File: config.mk
export PLATFORM = sky130hd
export DESIGN_NAME = sas_adc_seq
export DESIGN_NICKNAME = d
export VERILOG_FILES = /design/src/sas_pkg.sv /design/src/sas_adc_seq.sv
export SDC_FILE = /design/constraint.sdc
export NUM_CORES = 1
export LEC_CHECK = 0
export BUFFER_PORTS_ARGS = -buffer_cell sky130_fd_sc_hd__clkbuf_2
export CORE_AREA = 2 2 126 128
export CTS_BUF_LIST = sky130_fd_sc_hd__clkbuf_2 sky130_fd_sc_hd__clkbuf_4 sky130_fd_sc_hd__clkbuf_8
export DETAILED_ROUTE_END_ITERATION = 16
export DIE_AREA = 0 0 128 130
export PLACE_DENSITY_LB_ADDON = 0.2
export SLEW_MARGIN = 10
export SYNTH_ARGS = -nofsm -noshare
export SYNTH_HDL_FRONTEND = slang
export SYNTH_SLANG_ARGS = --single-unit
File: constraint.sdc
create_clock -name pclk -period 4.7 [get_ports pclk]
set_input_delay 0.705 -clock pclk [delete_from_list [all_inputs] [get_ports pclk]]
set_output_delay 0.705 -clock pclk [all_outputs]
set_load 0.01 [all_outputs]
File: src/sas_pkg.sv
// package for the converter sequencer: register map, fields, timing
package sas_pkg;
	// register byte offsets (chosen map)
	localparam logic [7:0] SAS_OFF_CTRL   = 8'h00;
	localparam logic [7:0] SAS_OFF_CFG    = 8'h04;
	localparam logic [7:0] SAS_OFF_STATUS = 8'h08;
	localparam logic [7:0] SAS_OFF_DATA   = 8'h0C;
	localparam logic [7:0] SAS_OFF_WLO    = 8'h10;
	localparam logic [7:0] SAS_OFF_WHI    = 8'h14;
	// ctrl fields
	localparam int SAS_CTRL_EN     = 0;
	localparam int SAS_CTRL_START  = 1;
	localparam int SAS_CTRL_TRG_LO = 2;
	localparam int SAS_CTRL_LJUST  = 4;
	localparam int SAS_CTRL_DONECL = 5;
	localparam int SAS_CTRL_WINCL  = 6;
	// cfg fields
	localparam int SAS_CFG_CH_LO   = 0;
	localparam int SAS_CFG_GAIN_LO = 4;
	localparam int SAS_CFG_DIFF_LO = 8;
	// status fields
	localparam int SAS_ST_DONE = 0;
	localparam int SAS_ST_WIN  = 1;
	localparam int SAS_ST_BUSY = 2;
	// reset values
	localparam logic [6:0]  SAS_CTRL_RST = 7'h00;
	localparam logic [11:0] SAS_CFG_RST  = 12'h000;
	localparam logic [11:0] SAS_WLO_RST  = 12'hFFF;
	localparam logic [11:0] SAS_WHI_RST  = 12'h000;
	// timing: 100 ksps over a 100 MHz clock
	localparam int SAS_CLK_HZ       = 100_000_000;
	localparam int SAS_RATE_SPS     = 100_000;
	localparam int SAS_SAMPLE_CYC   = SAS_CLK_HZ / SAS_RATE_SPS;
	localparam int SAS_CHANNELS     = 9;
	localparam logic [3:0] SAS_TEMP_CH = 4'h8;
	localparam logic [2:0] SAS_GAIN_MAX = 3'h5;
	typedef enum logic [1:0] {SAS_TRG_SW, SAS_TRG_T2, SAS_TRG_T3, SAS_TRG_EXT} sas_trig_t;
	typedef enum logic [1:0] {SAS_IDLE, SAS_CONV} sas_state_t;
endpackage

File: src/sas_adc_seq.sv
// converter sequencer: apb registers, trigger select, result latch, window compare
// Notes on behaviour
// [RULE1] nine inputs: eight external plus temperature
// [RULE2] each external pair single-ended or differential
// [RULE3] gain powers of two, half to sixteen
// [RULE4] start by software, timer2, timer3, external
// [RULE5] external start comes from pin mapping
// [RULE6] completion sets flag and interrupt request
// [RULE7] result of 12 or 10 bits latched
// [RULE8] software picks right or left justify
// [RULE9] window interrupt only inside programmed window
// [RULE10] software shutdown stops converter
// [RULE11] sequencing sustains one hundred thousand samples/s
// [RULE12] converter ignores debugger halt
// [RULE13] busy from trigger to latch; ignore retriggers
`timescale 1ns/1ns
`default_nettype none
module sas_adc_seq
	import sas_pkg::*;
#(
	parameter int RES_BITS   = 12,
	parameter int SAMPLE_CYC = SAS_SAMPLE_CYC
) (
	// clock and reset
	input  wire logic        pclk,
	input  wire logic        presetn,
	// apb slave
	input  wire logic        psel,
	input  wire logic        penable,
	input  wire logic        pwrite,
	input  wire logic [7:0]  paddr,
	input  wire logic [31:0] pwdata,
	output logic      [31:0] prdata,
	output logic             pready,
	output logic             pslverr,
	// trigger sources and debug halt
	input  wire logic        timer2_ovf,
	input  wire logic        timer3_ovf,
	input  wire logic        ext_start,
	input  wire logic        debug_halt,
	// conversion core
	output logic      [3:0]  mux_sel,
	output logic      [3:0]  pair_diff,
	output logic      [2:0]  gain_sel,
	output logic             conv_power,
	output logic             conv_start,
	input  wire logic        conv_done,
	input  wire logic [RES_BITS-1:0] conv_data,
	// events
	output logic             done_irq,
	output logic             win_irq,
	output logic             busy
);
	////////////////////////////////////////////////////////////////////////
	logic [6:0]  ctrl_q;
	logic [11:0] cfg_q;
	logic [11:0] wlo_q, whi_q;
	logic [15:0] data_q;
	logic        done_q, win_q;
	sas_state_t  state_q;
	logic [$clog2(SAMPLE_CYC+1)-1:0] gap_q;
	logic        wr, start_sw, trig, accept, latch, in_win;
	logic [11:0] res12;
	sas_trig_t   trg_sel;

	assign wr      = psel & penable & pwrite;
	assign pready  = 1'b1;
	assign pslverr = psel & penable & (paddr > SAS_OFF_WHI || paddr[1:0] != 2'h0);
	assign start_sw = wr && paddr == SAS_OFF_CTRL && pwdata[SAS_CTRL_START];
	assign trg_sel = sas_trig_t'(ctrl_q[SAS_CTRL_TRG_LO +: 2]);

	////////////////////////////////////////////////////////////////////////
	// configuration registers
	always_ff @(posedge pclk or negedge presetn) begin
		if (!presetn) begin
			ctrl_q <= SAS_CTRL_RST;
			cfg_q  <= SAS_CFG_RST;
			wlo_q  <= SAS_WLO_RST;
			whi_q  <= SAS_WHI_RST;
		end else if (wr) begin
			unique case (paddr)
				SAS_OFF_CTRL: ctrl_q <= {2'b00, pwdata[4:2], 1'b0, pwdata[0]};
				SAS_OFF_CFG: begin
					cfg_q[3:0]  <= (pwdata[3:0] > SAS_TEMP_CH) ? SAS_TEMP_CH : pwdata[3:0]; // [RULE1]
					cfg_q[6:4]  <= (pwdata[6:4] > SAS_GAIN_MAX) ? SAS_GAIN_MAX : pwdata[6:4]; // [RULE3]
					cfg_q[7]    <= 1'b0;
					cfg_q[11:8] <= pwdata[11:8]; // [RULE2]
				end
				SAS_OFF_WLO: wlo_q <= pwdata[11:0];
				SAS_OFF_WHI: whi_q <= pwdata[11:0];
				default: ;
			endcase
		end
	end

	// analog side controls
	assign mux_sel    = cfg_q[SAS_CFG_CH_LO +: 4]; // [RULE1]
	assign pair_diff  = cfg_q[SAS_CFG_DIFF_LO +: 4]; // [RULE2]
	assign gain_sel   = cfg_q[SAS_CFG_GAIN_LO +: 3]; // [RULE3]
	assign conv_power = ctrl_q[SAS_CTRL_EN]; // [RULE10]

	////////////////////////////////////////////////////////////////////////
	// trigger select; ext_start is the pin routed by the pin-mapping network
	always_comb begin
		trig = 1'b0;
		unique case (trg_sel) // [RULE4]
			SAS_TRG_SW:  trig = start_sw;
			SAS_TRG_T2:  trig = timer2_ovf;
			SAS_TRG_T3:  trig = timer3_ovf;
			SAS_TRG_EXT: trig = ext_start; // [RULE5]
		endcase
	end
	// debug_halt deliberately unused in gating: converter keeps running
	assign accept = trig && conv_power && state_q == SAS_IDLE && gap_q == '0; // [RULE13] [RULE12]
	assign latch  = state_q == SAS_CONV && conv_done;

	// sequencer; gap counter holds the sample period so the rate is capped at 100 ksps
	always_ff @(posedge pclk or negedge presetn) begin
		if (!presetn) begin
			state_q <= SAS_IDLE;
			gap_q   <= '0;
		end else begin
			if (accept)
				gap_q <= ($clog2(SAMPLE_CYC+1))'(SAMPLE_CYC - 1); // [RULE11]
			else if (gap_q != '0)
				gap_q <= gap_q - 1'b1;
			if (!conv_power)
				state_q <= SAS_IDLE; // [RULE10]
			else if (accept)
				state_q <= SAS_CONV;
			else if (latch)
				state_q <= SAS_IDLE;
		end
	end
	assign conv_start = accept;
	assign busy       = state_q == SAS_CONV; // [RULE13]

	////////////////////////////////////////////////////////////////////////
	// result latch, justify and window compare on the 12-bit scale
	assign res12  = 12'(conv_data) << (12 - RES_BITS);
	assign in_win = res12 >= wlo_q && res12 <= whi_q;

	always_ff @(posedge pclk or negedge presetn) begin
		if (!presetn)
			data_q <= 16'h0000;
		else if (latch)
			data_q <= ctrl_q[SAS_CTRL_LJUST] ? {res12, 4'h0} : 16'(conv_data); // [RULE7] [RULE8]
	end

	// sticky flags: a new event wins over a clear in the same cycle
	always_ff @(posedge pclk or negedge presetn) begin
		if (!presetn) begin
			done_q <= 1'b0;
			win_q  <= 1'b0;
		end else begin
			if (latch)
				done_q <= 1'b1; // [RULE6]
			else if (wr && paddr == SAS_OFF_CTRL && pwdata[SAS_CTRL_DONECL])
				done_q <= 1'b0;
			if (latch && in_win)
				win_q <= 1'b1; // [RULE9]
			else if (wr && paddr == SAS_OFF_CTRL && pwdata[SAS_CTRL_WINCL])
				win_q <= 1'b0;
		end
	end
	assign done_irq = done_q; // [RULE6]
	assign win_irq  = win_q;

	////////////////////////////////////////////////////////////////////////
	// read mux
	always_ff @(posedge pclk or negedge presetn) begin
		if (!presetn)
			prdata <= 32'h0000_0000;
		else if (psel && !penable && !pwrite) begin
			unique case (paddr)
				SAS_OFF_CTRL:   prdata <= {25'h0, ctrl_q};
				SAS_OFF_CFG:    prdata <= {20'h0, cfg_q};
				SAS_OFF_STATUS: prdata <= {29'h0, busy, win_q, done_q};
				SAS_OFF_DATA:   prdata <= {16'h0, data_q};
				SAS_OFF_WLO:    prdata <= {20'h0, wlo_q};
				SAS_OFF_WHI:    prdata <= {20'h0, whi_q};
				default:        prdata <= 32'h0000_0000;
			endcase
		end
	end

	////////////////////////////////////////////////////////////////////////
	// assertions
	// sequencer and triggers
	a_busy_until_latch: assert property ( // [RULE13]
		@(posedge pclk) disable iff (!presetn)
		busy && !conv_done && conv_power |=> busy
	) else $error("busy dropped before result latched");

	a_busy_follows: assert property ( // [RULE13]
		@(posedge pclk) disable iff (!presetn)
		conv_start |=> busy
	) else $error("busy not raised after start");

	a_no_retrigger: assert property ( // [RULE13]
		@(posedge pclk) disable iff (!presetn)
		busy |-> !conv_start
	) else $error("start issued while busy");

	a_start_source: assert property ( // [RULE4]
		@(posedge pclk) disable iff (!presetn)
		conv_start |-> trig
	) else $error("start without selected trigger");

	a_trig_soft: assert property ( // [RULE4]
		@(posedge pclk) disable iff (!presetn)
		trg_sel == SAS_TRG_SW && start_sw && conv_power && state_q == SAS_IDLE && gap_q == '0 |-> conv_start
	) else $error("software start ignored");

	a_trig_timer3: assert property ( // [RULE4]
		@(posedge pclk) disable iff (!presetn)
		trg_sel == SAS_TRG_T3 && timer3_ovf && conv_power && state_q == SAS_IDLE && gap_q == '0 |-> conv_start
	) else $error("timer3 start ignored");

	a_trig_ext: assert property ( // [RULE5]
		@(posedge pclk) disable iff (!presetn)
		trg_sel == SAS_TRG_EXT && ext_start && conv_power && state_q == SAS_IDLE && gap_q == '0 |-> conv_start
	) else $error("external start ignored");

	a_halt_runs: assert property ( // [RULE12]
		@(posedge pclk) disable iff (!presetn)
		debug_halt && trg_sel == SAS_TRG_T2 && timer2_ovf && conv_power && !busy && gap_q == '0 |-> conv_start
	) else $error("halt stalled the converter");

	a_rate_cap: assert property ( // [RULE11]
		@(posedge pclk) disable iff (!presetn)
		conv_start |=> !conv_start [*8]
	) else $error("starts too close together");

	a_rate_gap: assert property ( // [RULE11]
		@(posedge pclk) disable iff (!presetn)
		conv_start |=> gap_q != '0
	) else $error("sample gap not loaded");

	a_shutdown_idle: assert property ( // [RULE10]
		@(posedge pclk) disable iff (!presetn)
		!conv_power |-> !conv_start
	) else $error("start while shut down");

	a_shutdown_abort: assert property ( // [RULE10]
		@(posedge pclk) disable iff (!presetn)
		!conv_power |=> !busy
	) else $error("busy while shut down");

	// configuration
	a_gain_range: assert property ( // [RULE3]
		@(posedge pclk) disable iff (!presetn)
		gain_sel <= SAS_GAIN_MAX && mux_sel <= SAS_TEMP_CH
	) else $error("gain or channel out of range");

	a_gain_write: assert property ( // [RULE3]
		@(posedge pclk) disable iff (!presetn)
		wr && paddr == SAS_OFF_CFG && pwdata[6:4] <= SAS_GAIN_MAX |=> gain_sel == $past(pwdata[6:4])
	) else $error("gain write lost");

	a_temp_channel: assert property ( // [RULE1]
		@(posedge pclk) disable iff (!presetn)
		wr && paddr == SAS_OFF_CFG && pwdata[3:0] >= SAS_TEMP_CH |=> mux_sel == SAS_TEMP_CH
	) else $error("temperature channel not selected");

	a_pair_mode: assert property ( // [RULE2]
		@(posedge pclk) disable iff (!presetn)
		wr && paddr == SAS_OFF_CFG |=> pair_diff == $past(pwdata[11:8])
	) else $error("pair mode write lost");

	// result and flags
	a_data_right: assert property ( // [RULE7]
		@(posedge pclk) disable iff (!presetn)
		latch && !ctrl_q[SAS_CTRL_LJUST] |=> data_q == 16'($past(conv_data))
	) else $error("right justified result wrong");

	a_left_justify: assert property ( // [RULE8]
		@(posedge pclk) disable iff (!presetn)
		latch && ctrl_q[SAS_CTRL_LJUST] |=> data_q[3:0] == 4'h0 && data_q[15:4] == $past(res12)
	) else $error("left justified result wrong");

	a_done_sets_flag: assert property ( // [RULE6]
		@(posedge pclk) disable iff (!presetn)
		latch |=> done_irq
	) else $error("done flag not raised after completion");

	a_done_clear: assert property ( // [RULE6]
		@(posedge pclk) disable iff (!presetn)
		wr && paddr == SAS_OFF_CTRL && pwdata[SAS_CTRL_DONECL] && !latch |=> !done_irq
	) else $error("done flag not cleared");

	a_win_only_inside: assert property ( // [RULE9]
		@(posedge pclk) disable iff (!presetn)
		$rose(win_irq) |-> $past(latch) && $past(in_win)
	) else $error("window flag set outside window");

	a_win_outside: assert property ( // [RULE9]
		@(posedge pclk) disable iff (!presetn)
		latch && !in_win && !win_q |=> !win_irq
	) else $error("window flag raised by outside result");
endmodule // sas_adc_seq
`default_nettype wire

==> impl_metrics.csv, run 1 <==
group,metric,value,unit
clock_network,insertion_delay,0.36,ns
clock_network,cts_tree,"built",
synth,synth_area_leader_cell,"dfrtp_1",
critical_path,start_kind,"flop",
clock_network,clk_pin_slew,0.09,ns
global_route,grt_pass1_vias,3457,
clock_network,cts.sinks,84,
synth,syn_area,0.004622,mm^2
synth,ys_types,57,
global_route,antenna_found_initial,0,
timing,drv_slew,0,
critical_path,r2r-end,"gap_q[1]",
clock_network,cts-root-buf,"clkbuf_8",
synth,avgSynthCellArea,9.961,um^2
detailed_routing,ant_nets,0,
detailed_routing,num_vias,3564,
timing,relSlewSlack,27.73,%
timing,final.setup.tns,0,ns
floorplan,start_util,29.96,%
critical_path,critPathMaxFanout,8,
timing,fin_skew,0.008837,ns
clock_network,clock_path_buffers,2,
critical_path,cp.required,3.99,ns
worst_hold_path,hold_class,"flop to flop",
global_route,grt_pass1_wl,18.80,mm
global_route,grt_max_degree,85,
finish,final_cell_mix,"nand2_1 (73), dfrtp_1 (72), clkbuf_2 (72)",
floorplan,ios,112,
synth,synth-seq-area-share,45.80,%
worst_hold_path,hold-path-cell-count,2,
critical_path,r2r_start,"gap_q[0]",
floorplan,die_y,130,um
timing,hold_viol,0,
detailed_routing,first_iter_violations,194,
critical_path,r2r_cells,6,
floorplan,die_area,0.01664,mm^2
synth,synth_flop_cell,"dfrtp_1",
clock_network,cts_buffers,9,
synth,synth.area.top_cells,"dfrtp_1 (39%), dfstp_2 (6.8%), ha_1 (6.8%), nand2_1 (5.9%), mux2_2 (3.7%)",
place,dp_hpwl,9.062,mm
place,port_buffers,73,
worst_hold_path,hold_end,"prdata[14]",
synth,yosysWarnings,0,
detailed_routing,wl_per_cell,16.60,um
clock_network,postCtsHoldBufs,0,
run_status,outcome,"completed",
clock_network,ctsResizeCount,0,
timing,setup_viol,0,
finish,mostFrequentLayoutCell,"nand2_1",
finish,syn2layout_area_growth,13.72,%
critical_path,crit_path_end_kind,"output port",
critical_path,critPathArrivalTime,2.44,ns
detailed_routing,post_drt_via_cell_ratio,4.929,
power,p_per_area,262.4,mW/mm^2
power,ir_worst_vdd,0.1464,mV
floorplan,fp.coreArea,0.01542,mm^2
detailed_routing,drt_first_pass_iters,4,
synth,syn_inst,464,
clock_network,postCtsSetupBuffers,0,
synth,ys_ff_latch,84,
critical_path,critical_path_class,"flop to output port",
timing,finalCriticalPeriod,3.144,ns
timing,rsz0062_at_grt,"no",
floorplan,num_rows,46,
job,max_cap_violations,0,
global_route,overflow,0,
synth,async_flop_share,100.0,%
critical_path,regToRegSetupSlack,2.55,ns
finish,layout-drive-gt1-share,25.05,%
detailed_routing,route.detailed.drc,0,
worst_hold_path,worst_hold_startpoint,"prdata[14]",
timing,tightest_slew,1.084,ns
timing,period_share,66.90,%
timing,max_freq,318.1,MHz
power,p_leak,2.399,nW
floorplan,die_w,128,um
place,routabilityCongestion,0.8048,
power,power,1.379,mW
synth,synth_top_area_share,38.98,%
detailed_routing,wirelength,12.00,mm
synth,synth_edf_count,0,
finish,antenna_cells,0,
global_route,grt_usage,14.75,%
clock_network,htree_levels,3,
finish,nNetsFinal,613,
## where the power goes
part / internal (mW) / leakage [nW] / switching, mW
clock network: 0.243 / 0.0910 / 0.275
registers: 0.736 / 1.02 / 0.00944
logic: 0.0407 / 1.28 / 0.0758
## per-layer routing
metal | part of all wire [%] | track usage (%) | vias to the layer above
met2 | 47 | 23.50 | 74
li1 | - | - | 1723
met1 | 48 | 20.26 | 1755
met3 | 4.1 | 3.034 | 12
met4 | 1.2 | 4.654 | 0
met5 | 0 | 0 | -
## kinds of logic after synthesis
group | count (synthesis) | share of synthesized area, %
AO/OA/AOI/OAI | 106 | 14.32
XOR/XNOR | 4 | 0.7581
adder cells (fa/ha/maj) | 25 | 6.768
buffers and inverters | 71 | 7.715
flip-flops | 84 | 45.80
multiplexers | 37 | 9.177
other | 2 | 0.1625
AND/OR/NAND/NOR | 135 | 15.29
## metrics by stage
step / hold slack [ns] / instance area, um^2 / util (%) / std cells / setup slack (ns)
after CTS: 0.4924 / 5256 / 34.08 / 723 / 1.513
after detailed placement: 0.4714 / 5065 / 32.84 / 707 / 1.751
final: 0.4871 / 5256 / 34.08 / 723 / 1.556
after floorplan: 0.4094 / 4678 / - / 479 / 2.155
after global routing: 0.5031 / 5256 / 34.08 / 723 / 1.377
after global placement: 0.4631 / 5065 / 32.84 / 707 / 1.773
## cell usage after synthesis (all sizes together), types with 3 or more instances
master,number
nand2,74
dfrtp,72
o21ai,52
inv,32
buf,29
ha,25
mux2,23
a21oi,17
nor2,13
dfstp,12
mux2i,12
nand2b,11
a221oi,10
clkbuf,10
nor3,8
a22o,7
nand4,5
nand3,4
o31ai,4
a211o,3
nor3b,3
nor4,3
xnor2,3
## layout make-up
| class | instances | area [um^2] |
|---|---|---|
| fillers | 1595 | 10170 |
| multi-input cells | 324 | 2205 |
| flip-flops and latches | 84 | 2117 |
| repair buffers | 75 | 382.9 |
| well taps | 192 | 240.2 |
| clock buffers | 9 | 123.9 |
| inverters | 32 | 120.1 |
| clock inverters | 7 | 67.56 |
## flip-flops by register name (all words and copies together), names as in the netlist
register	count
prdata	16
win_irq	1
cfg_q	11
gap_q	10
data_q	16
state_q	1
whi_q	12
ctrl_q	4
done_irq	1
wlo_q	12
## worst max path at each step
stage,to,startpoint
2_1_floorplan,conv_start,gap_q[0]
3_3_place_gp,wlo_q[0],paddr[1]
3_5_place_dp,cfg_q[8],paddr[1]
4_1_cts,conv_start,gap_q[0]
5_1_grt,conv_start,gap_q[1]
6_report,conv_start,gap_q[0]
## worst max-delay path, stage by stage (launching register included)
cell      delay (ns)
dfrtp_1         0.41
inv_1           0.06
ha_1            0.19
or4b_4          0.50
or3_1           0.50
nand2b_4        0.23
inv_1           0.06
clkbuf_2        0.12
Power figures use the tool's default switching activity.
==> run 2, diff against run 1 <==
clock period = 3 ns   (was 4.7 ns; I/O delays follow)
==> run 2 against run 1 <==
Cell area rose by 1.7%. Count of clock-buffer cells in the layout is 1 higher. Wire length is 2.9% higher. Critical path depth stayed put. Power up 65%. Non-clock buffer count rose by 7. Sequential share of layout area fell by 0.69 points.
==> impl_metrics.csv, run 2 (synthesized netlist as in run 1, its figures left out) <==
group,metric,value,unit
clock_network,clock_path_buffers,2,
timing,finalCriticalPeriod,2.789,ns
finish,final_cell_mix,"nand2_1 (73), dfrtp_1 (72), clkbuf_2 (72)",
global_route,grtUsageMet2,23.34,%
global_route,grtUsageMet1,21.26,%
critical_path,start_kind,"flop",
run_status,outcome,"completed",
clock_network,cts_buffers,9,
global_route,grt_pass1_vias,3427,
finish,nNetsFinal,620,
global_route,met3_usage,2.665,%
timing,max_freq,358.5,MHz
floorplan,ios,112,
detailed_routing,num_vias,3548,
timing,drv_slew,0,
critical_path,critical_path_class,"flop to output port",
place,routabilityCongestion,0.8434,
place,dp_hpwl,9.189,mm
clock_network,clk_pin_slew,0.09,ns
finish,antenna_cells,0,
detailed_routing,drt_first_pass_iters,5,
global_route,overflow,0,
detailed_routing,ant_nets,0,
timing,whs,0.2785,ns
place,post-place-ws,0.4897,ns
timing,fin_skew,0.008106,ns
power,p_per_area,426.2,mW/mm^2
clock_network,cts.sinks,84,
critical_path,cp.required,2.55,ns
place,place_area,0.005117,mm^2
floorplan,die_area,0.01664,mm^2
clock_network,postCtsHoldBufs,0,
floorplan,die_y,130,um
worst_hold_path,hold_class,"input port to asynchronous set/reset pin",
job,max_cap_violations,0,
timing,final.setup.tns,0,ns
detailed_routing,route.detailed.drc,0,
finish,layout-drive-gt1-share,26.21,%
detailed_routing,post_drt_via_cell_ratio,4.860,
timing,setup_viol,0,
critical_path,critPathArrivalTime,2.34,ns
timing,rsz0062_at_grt,"no",
detailed_routing,wirelength,12.35,mm
global_route,antenna_found_initial,0,
global_route,top_usage_layer,"met2",
finish,syn2layout_area_growth,15.70,%
finish,mostFrequentLayoutCell,"nand2_1",
timing,fin_ws,0.2108,ns
timing,relSlewSlack,28.35,%
timing,hold_viol,0,
floorplan,fp.coreArea,0.01542,mm^2
clock_network,insertion_delay,0.37,ns
global_route,grt_pass1_wl,19.09,mm
critical_path,r2r-end,"gap_q[1]",
power,p_leak,2.450,nW
critical_path,regToRegSetupSlack,0.95,ns
critical_path,critPathMaxFanout,8,
clock_network,cts-root-buf,"clkbuf_8",
floorplan,start_util,29.96,%
detailed_routing,first_iter_violations,203,
detailed_routing,wl_per_cell,16.91,um
power,power,2.279,mW
finish,reg.largest.list,"data_q: 16 flops, prdata: 16 flops",
global_route,grt_max_degree,85,
floorplan,num_rows,46,
clock_network,cts_tree,"built",
place,port_buffers,73,
critical_path,crit_path_end_kind,"output port",
timing,period_share,92.97,%
critical_path,r2r_cells,6,
global_route,grt_usage,15.07,%
critical_path,r2r_start,"gap_q[0]",
timing,tightest_slew,1.075,ns
finish,final_area,0.005348,mm^2
floorplan,die_w,128,um
clock_network,postCtsSetupBuffers,0,
clock_network,htree_levels,3,
power,ir_worst_vdd,0.2026,mV
-- run 2: changes by cell type in the layout (fill, tap and decap cells not counted), sizes merged --
cell	previous run	this run
buf	3	10
bufinv	1	2
clkbuf	81	82
clkinv	3	1
-- run 2: how the worst max path moves through the flow --
stage,start,end,slack [ns]
after floorplan,gap_q[0],conv_start,0.71
after global placement,gap_q[0],conv_start,0.52
after detailed placement,gap_q[0],conv_start,0.49
after CTS,gap_q[0],conv_start,0.07
after global routing,gap_q[0],conv_start,0.10
final,gap_q[0],conv_start,0.21
-- run 2: layout make-up --
class | instances | area, um^2
clock buffer | 10 | 137.6
inverter | 32 | 120.1
clock inverter | 6 | 87.58
timing repair buffer | 82 | 435.4
sequential | 84 | 2117
tap | 192 | 240.2
multi-input combinational | 324 | 2210
fill | 1576 | 10080
-- run 2: critical path: stages, from the launching register on --
cell and delay [ns]:
dfrtp_1 0.41, inv_1 0.07, ha_1 0.18, or4b_4 0.50, or3_4 0.44, nand2b_4 0.19
inv_1 0.06, clkbuf_2 0.12
-- run 2: per-layer routing --
layer | up-vias | routed length (um)
met5 | - | 0
met2 | 74 | 5894
li1 | 1731 | -
met3 | 8 | 424
met1 | 1735 | 5911
met4 | 0 | 115
-- run 2: metrics by stage --
stage | instances | util [%]
global route | 730 | 34.67
floorplan | 479 | -
global placement | 714 | 33.18
CTS | 730 | 34.64
detailed placement | 714 | 33.18
finish | 730 | 34.67
-- run 2: power breakdown --
part,total [mW],leakage [nW],internal (mW),switching [mW]
registers,1.17,1.02,1.15,0.0133
clock network,0.927,0.105,0.490,0.437
logic,0.186,1.32,0.0648,0.122
-- run 2: timing repair --
item / 4_1_cts / 5_1_grt
hold endpoints to repair: 0 / 0
gates resized for setup: 0 / 1
endpoints found under the setup margin: 0 / 1
==> run 3, diff against run 2 <==
clock period = 3.4 ns   (was 3 ns; I/O delays follow)
==> run 3 against run 2 <==
Cell count decreased by 0.55%. Global-route usage is 0.084 points lower. Non-clock buffer count decreased by 4. Via count decreased by 0.85%. Sequential power down 12%. Setup slack improved by 0.23 ns. Critical endpoint unchanged. Highest routed layer unchanged.
==> impl_metrics.csv, run 3 (synthesized netlist as in run 1, its figures left out) <==
group,metric,value,unit
clock_network,postCtsHoldBufs,0,
finish,final_cell_mix,"nand2_1 (73), dfrtp_1 (72), clkbuf_2 (72)",
clock_network,cts_buffers,9,
finish,nNetsFinal,616,
place,dp_hpwl,9.120,mm
critical_path,cp.required,2.89,ns
critical_path,crit_chain,"inv_1 > ha_1 > or4b_4 > or3_1 > nand2b_4 > inv_1 > clkbuf_2",
critical_path,start_kind,"flop",
finish,layout-drive-gt1-share,25.47,%
power,power,2.126,mW
global_route,grt_max_degree,85,
clock_network,cts_tree,"built",
timing,relSlewSlack,28.15,%
floorplan,die_w,128,um
detailed_routing,route.detailed.drc,0,
worst_hold_path,hold_class,"input port to asynchronous set/reset pin",
timing,max_freq,338.1,MHz
critical_path,critPathArrivalTime,2.45,ns
clock_network,clock_path_buffers,2,
critical_path,crit_path_end_kind,"output port",
detailed_routing,post_drt_via_cell_ratio,4.846,
critical_path,critPathMaxFanout,8,
power,ir_worst_vdd,0.1706,mV
finish,antenna_cells,0,
timing,whs,0.3101,ns
floorplan,die_y,130,um
global_route,overflow,0,
timing,rsz0062_at_grt,"no",
global_route,grt_usage,14.99,%
place,port_buffers,73,
timing,drv_slew,0,
timing,final.setup.tns,0,ns
clock_network,ctsResizeCount,0,
floorplan,die_area,0.01664,mm^2
finish,reg.largest.list,"data_q: 16 flops, prdata: 16 flops",
clock_network,postCtsSetupBuffers,0,
clock_network,clk_pin_slew,0.08,ns
place,routabilityCongestion,0.8093,
clock_network,cts.sinks,84,
run_status,outcome,"completed",
floorplan,start_util,29.96,%
clock_network,insertion_delay,0.36,ns
timing,period_share,86.98,%
critical_path,critical_path.most_common_cell,"inv_1",
floorplan,fp.coreArea,0.01542,mm^2
global_route,grt_pass1_vias,3427,
timing,setup_viol,0,
power,p_leak,2.459,nW
detailed_routing,wirelength,12.10,mm
clock_network,htree_levels,3,
global_route,grt_pass1_wl,19.10,mm
detailed_routing,num_vias,3518,
clock_network,cts-root-buf,"clkbuf_8",
finish,mostFrequentLayoutCell,"nand2_1",
power,p_per_area,396.9,mW/mm^2
job,max_cap_violations,0,
critical_path,critical_path_class,"flop to output port",
critical_path,cp_slowest_cell,"or3_1",
critical_path,crit_buf_inv,3,
detailed_routing,first_iter_violations,188,
finish,final.fill_count,1599,
detailed_routing,drt_first_pass_iters,4,
timing,hold_viol,0,
floorplan,num_rows,46,
critical_path,regToRegSetupSlack,1.25,ns
critical_path,slowest_delay,0.51,ns
detailed_routing,wl_per_cell,16.66,um
timing,finalCriticalPeriod,2.957,ns
global_route,antenna_found_initial,0,
timing,tightest_slew,1.078,ns
floorplan,ios,112,
timing,fin_skew,0.007945,ns
detailed_routing,ant_nets,0,
critical_path,cp_top_family,"simple AND/OR/NAND/NOR gates",
finish,syn2layout_area_growth,15.89,%
==> run 3: power by group <==
| group | total, mW | internal (mW) | switching [mW] |
|---|---|---|---|
| logic | 0.161 | 0.0563 | 0.105 |
| clock network | 0.935 | 0.569 | 0.366 |
| registers | 1.03 | 1.02 | 0.0130 |
| total | 2.13 | 1.64 | 0.484 |
==> run 3: per-layer routing <==
layer,GRT usage [%],routed length (um),part of all wire [%],vias to the layer above
li1,-,-,-,1727
met1,21.15,5771,48,1711
met2,23.37,5721,47,68
met5,0,0,0,-
met3,2.911,456,3.8,12
met4,4.654,148,1.2,0
==> run 3: per-stage QoR <==
step | instances | setup WS (ns) | area [um^2] | util, %
finish | 726 | 0.4426 | 5356 | 34.73
floorplan | 479 | 1.050 | 4678 | -
CTS | 726 | 0.4003 | 5356 | 34.73
detailed placement | 710 | 0.8078 | 5087 | 32.98
global route | 726 | 0.2840 | 5356 | 34.73
global placement | 710 | 0.8465 | 5087 | 32.98
==> run 3: final timing paths <==
path / startpoint / endpoint / cells after the start
min in group pclk: conv_done / state_q[0] / 2
worst max-delay path: gap_q[0] / conv_start / 7
worst min-delay path: presetn / cfg_q[8] / 1
max in group asynchronous: presetn / cfg_q[3] / 1
worst max register to register: gap_q[0] / gap_q[1] / 6
worst min register to register: prdata[4] / prdata[4] / 2
==> run 3: layout make-up <==
cell class / count / area, um^2 / share of cell area, %
sequential: 84 / 2117 / 39.52
tap: 192 / 240.2 / 4.485
timing repair buffer: 78 / 405.4 / 7.568
clock inverter: 3 / 90.09 / 1.682
multi-input combinational: 324 / 2205 / 41.16
inverter: 32 / 120.1 / 2.242
clock buffer: 13 / 178.9 / 3.340
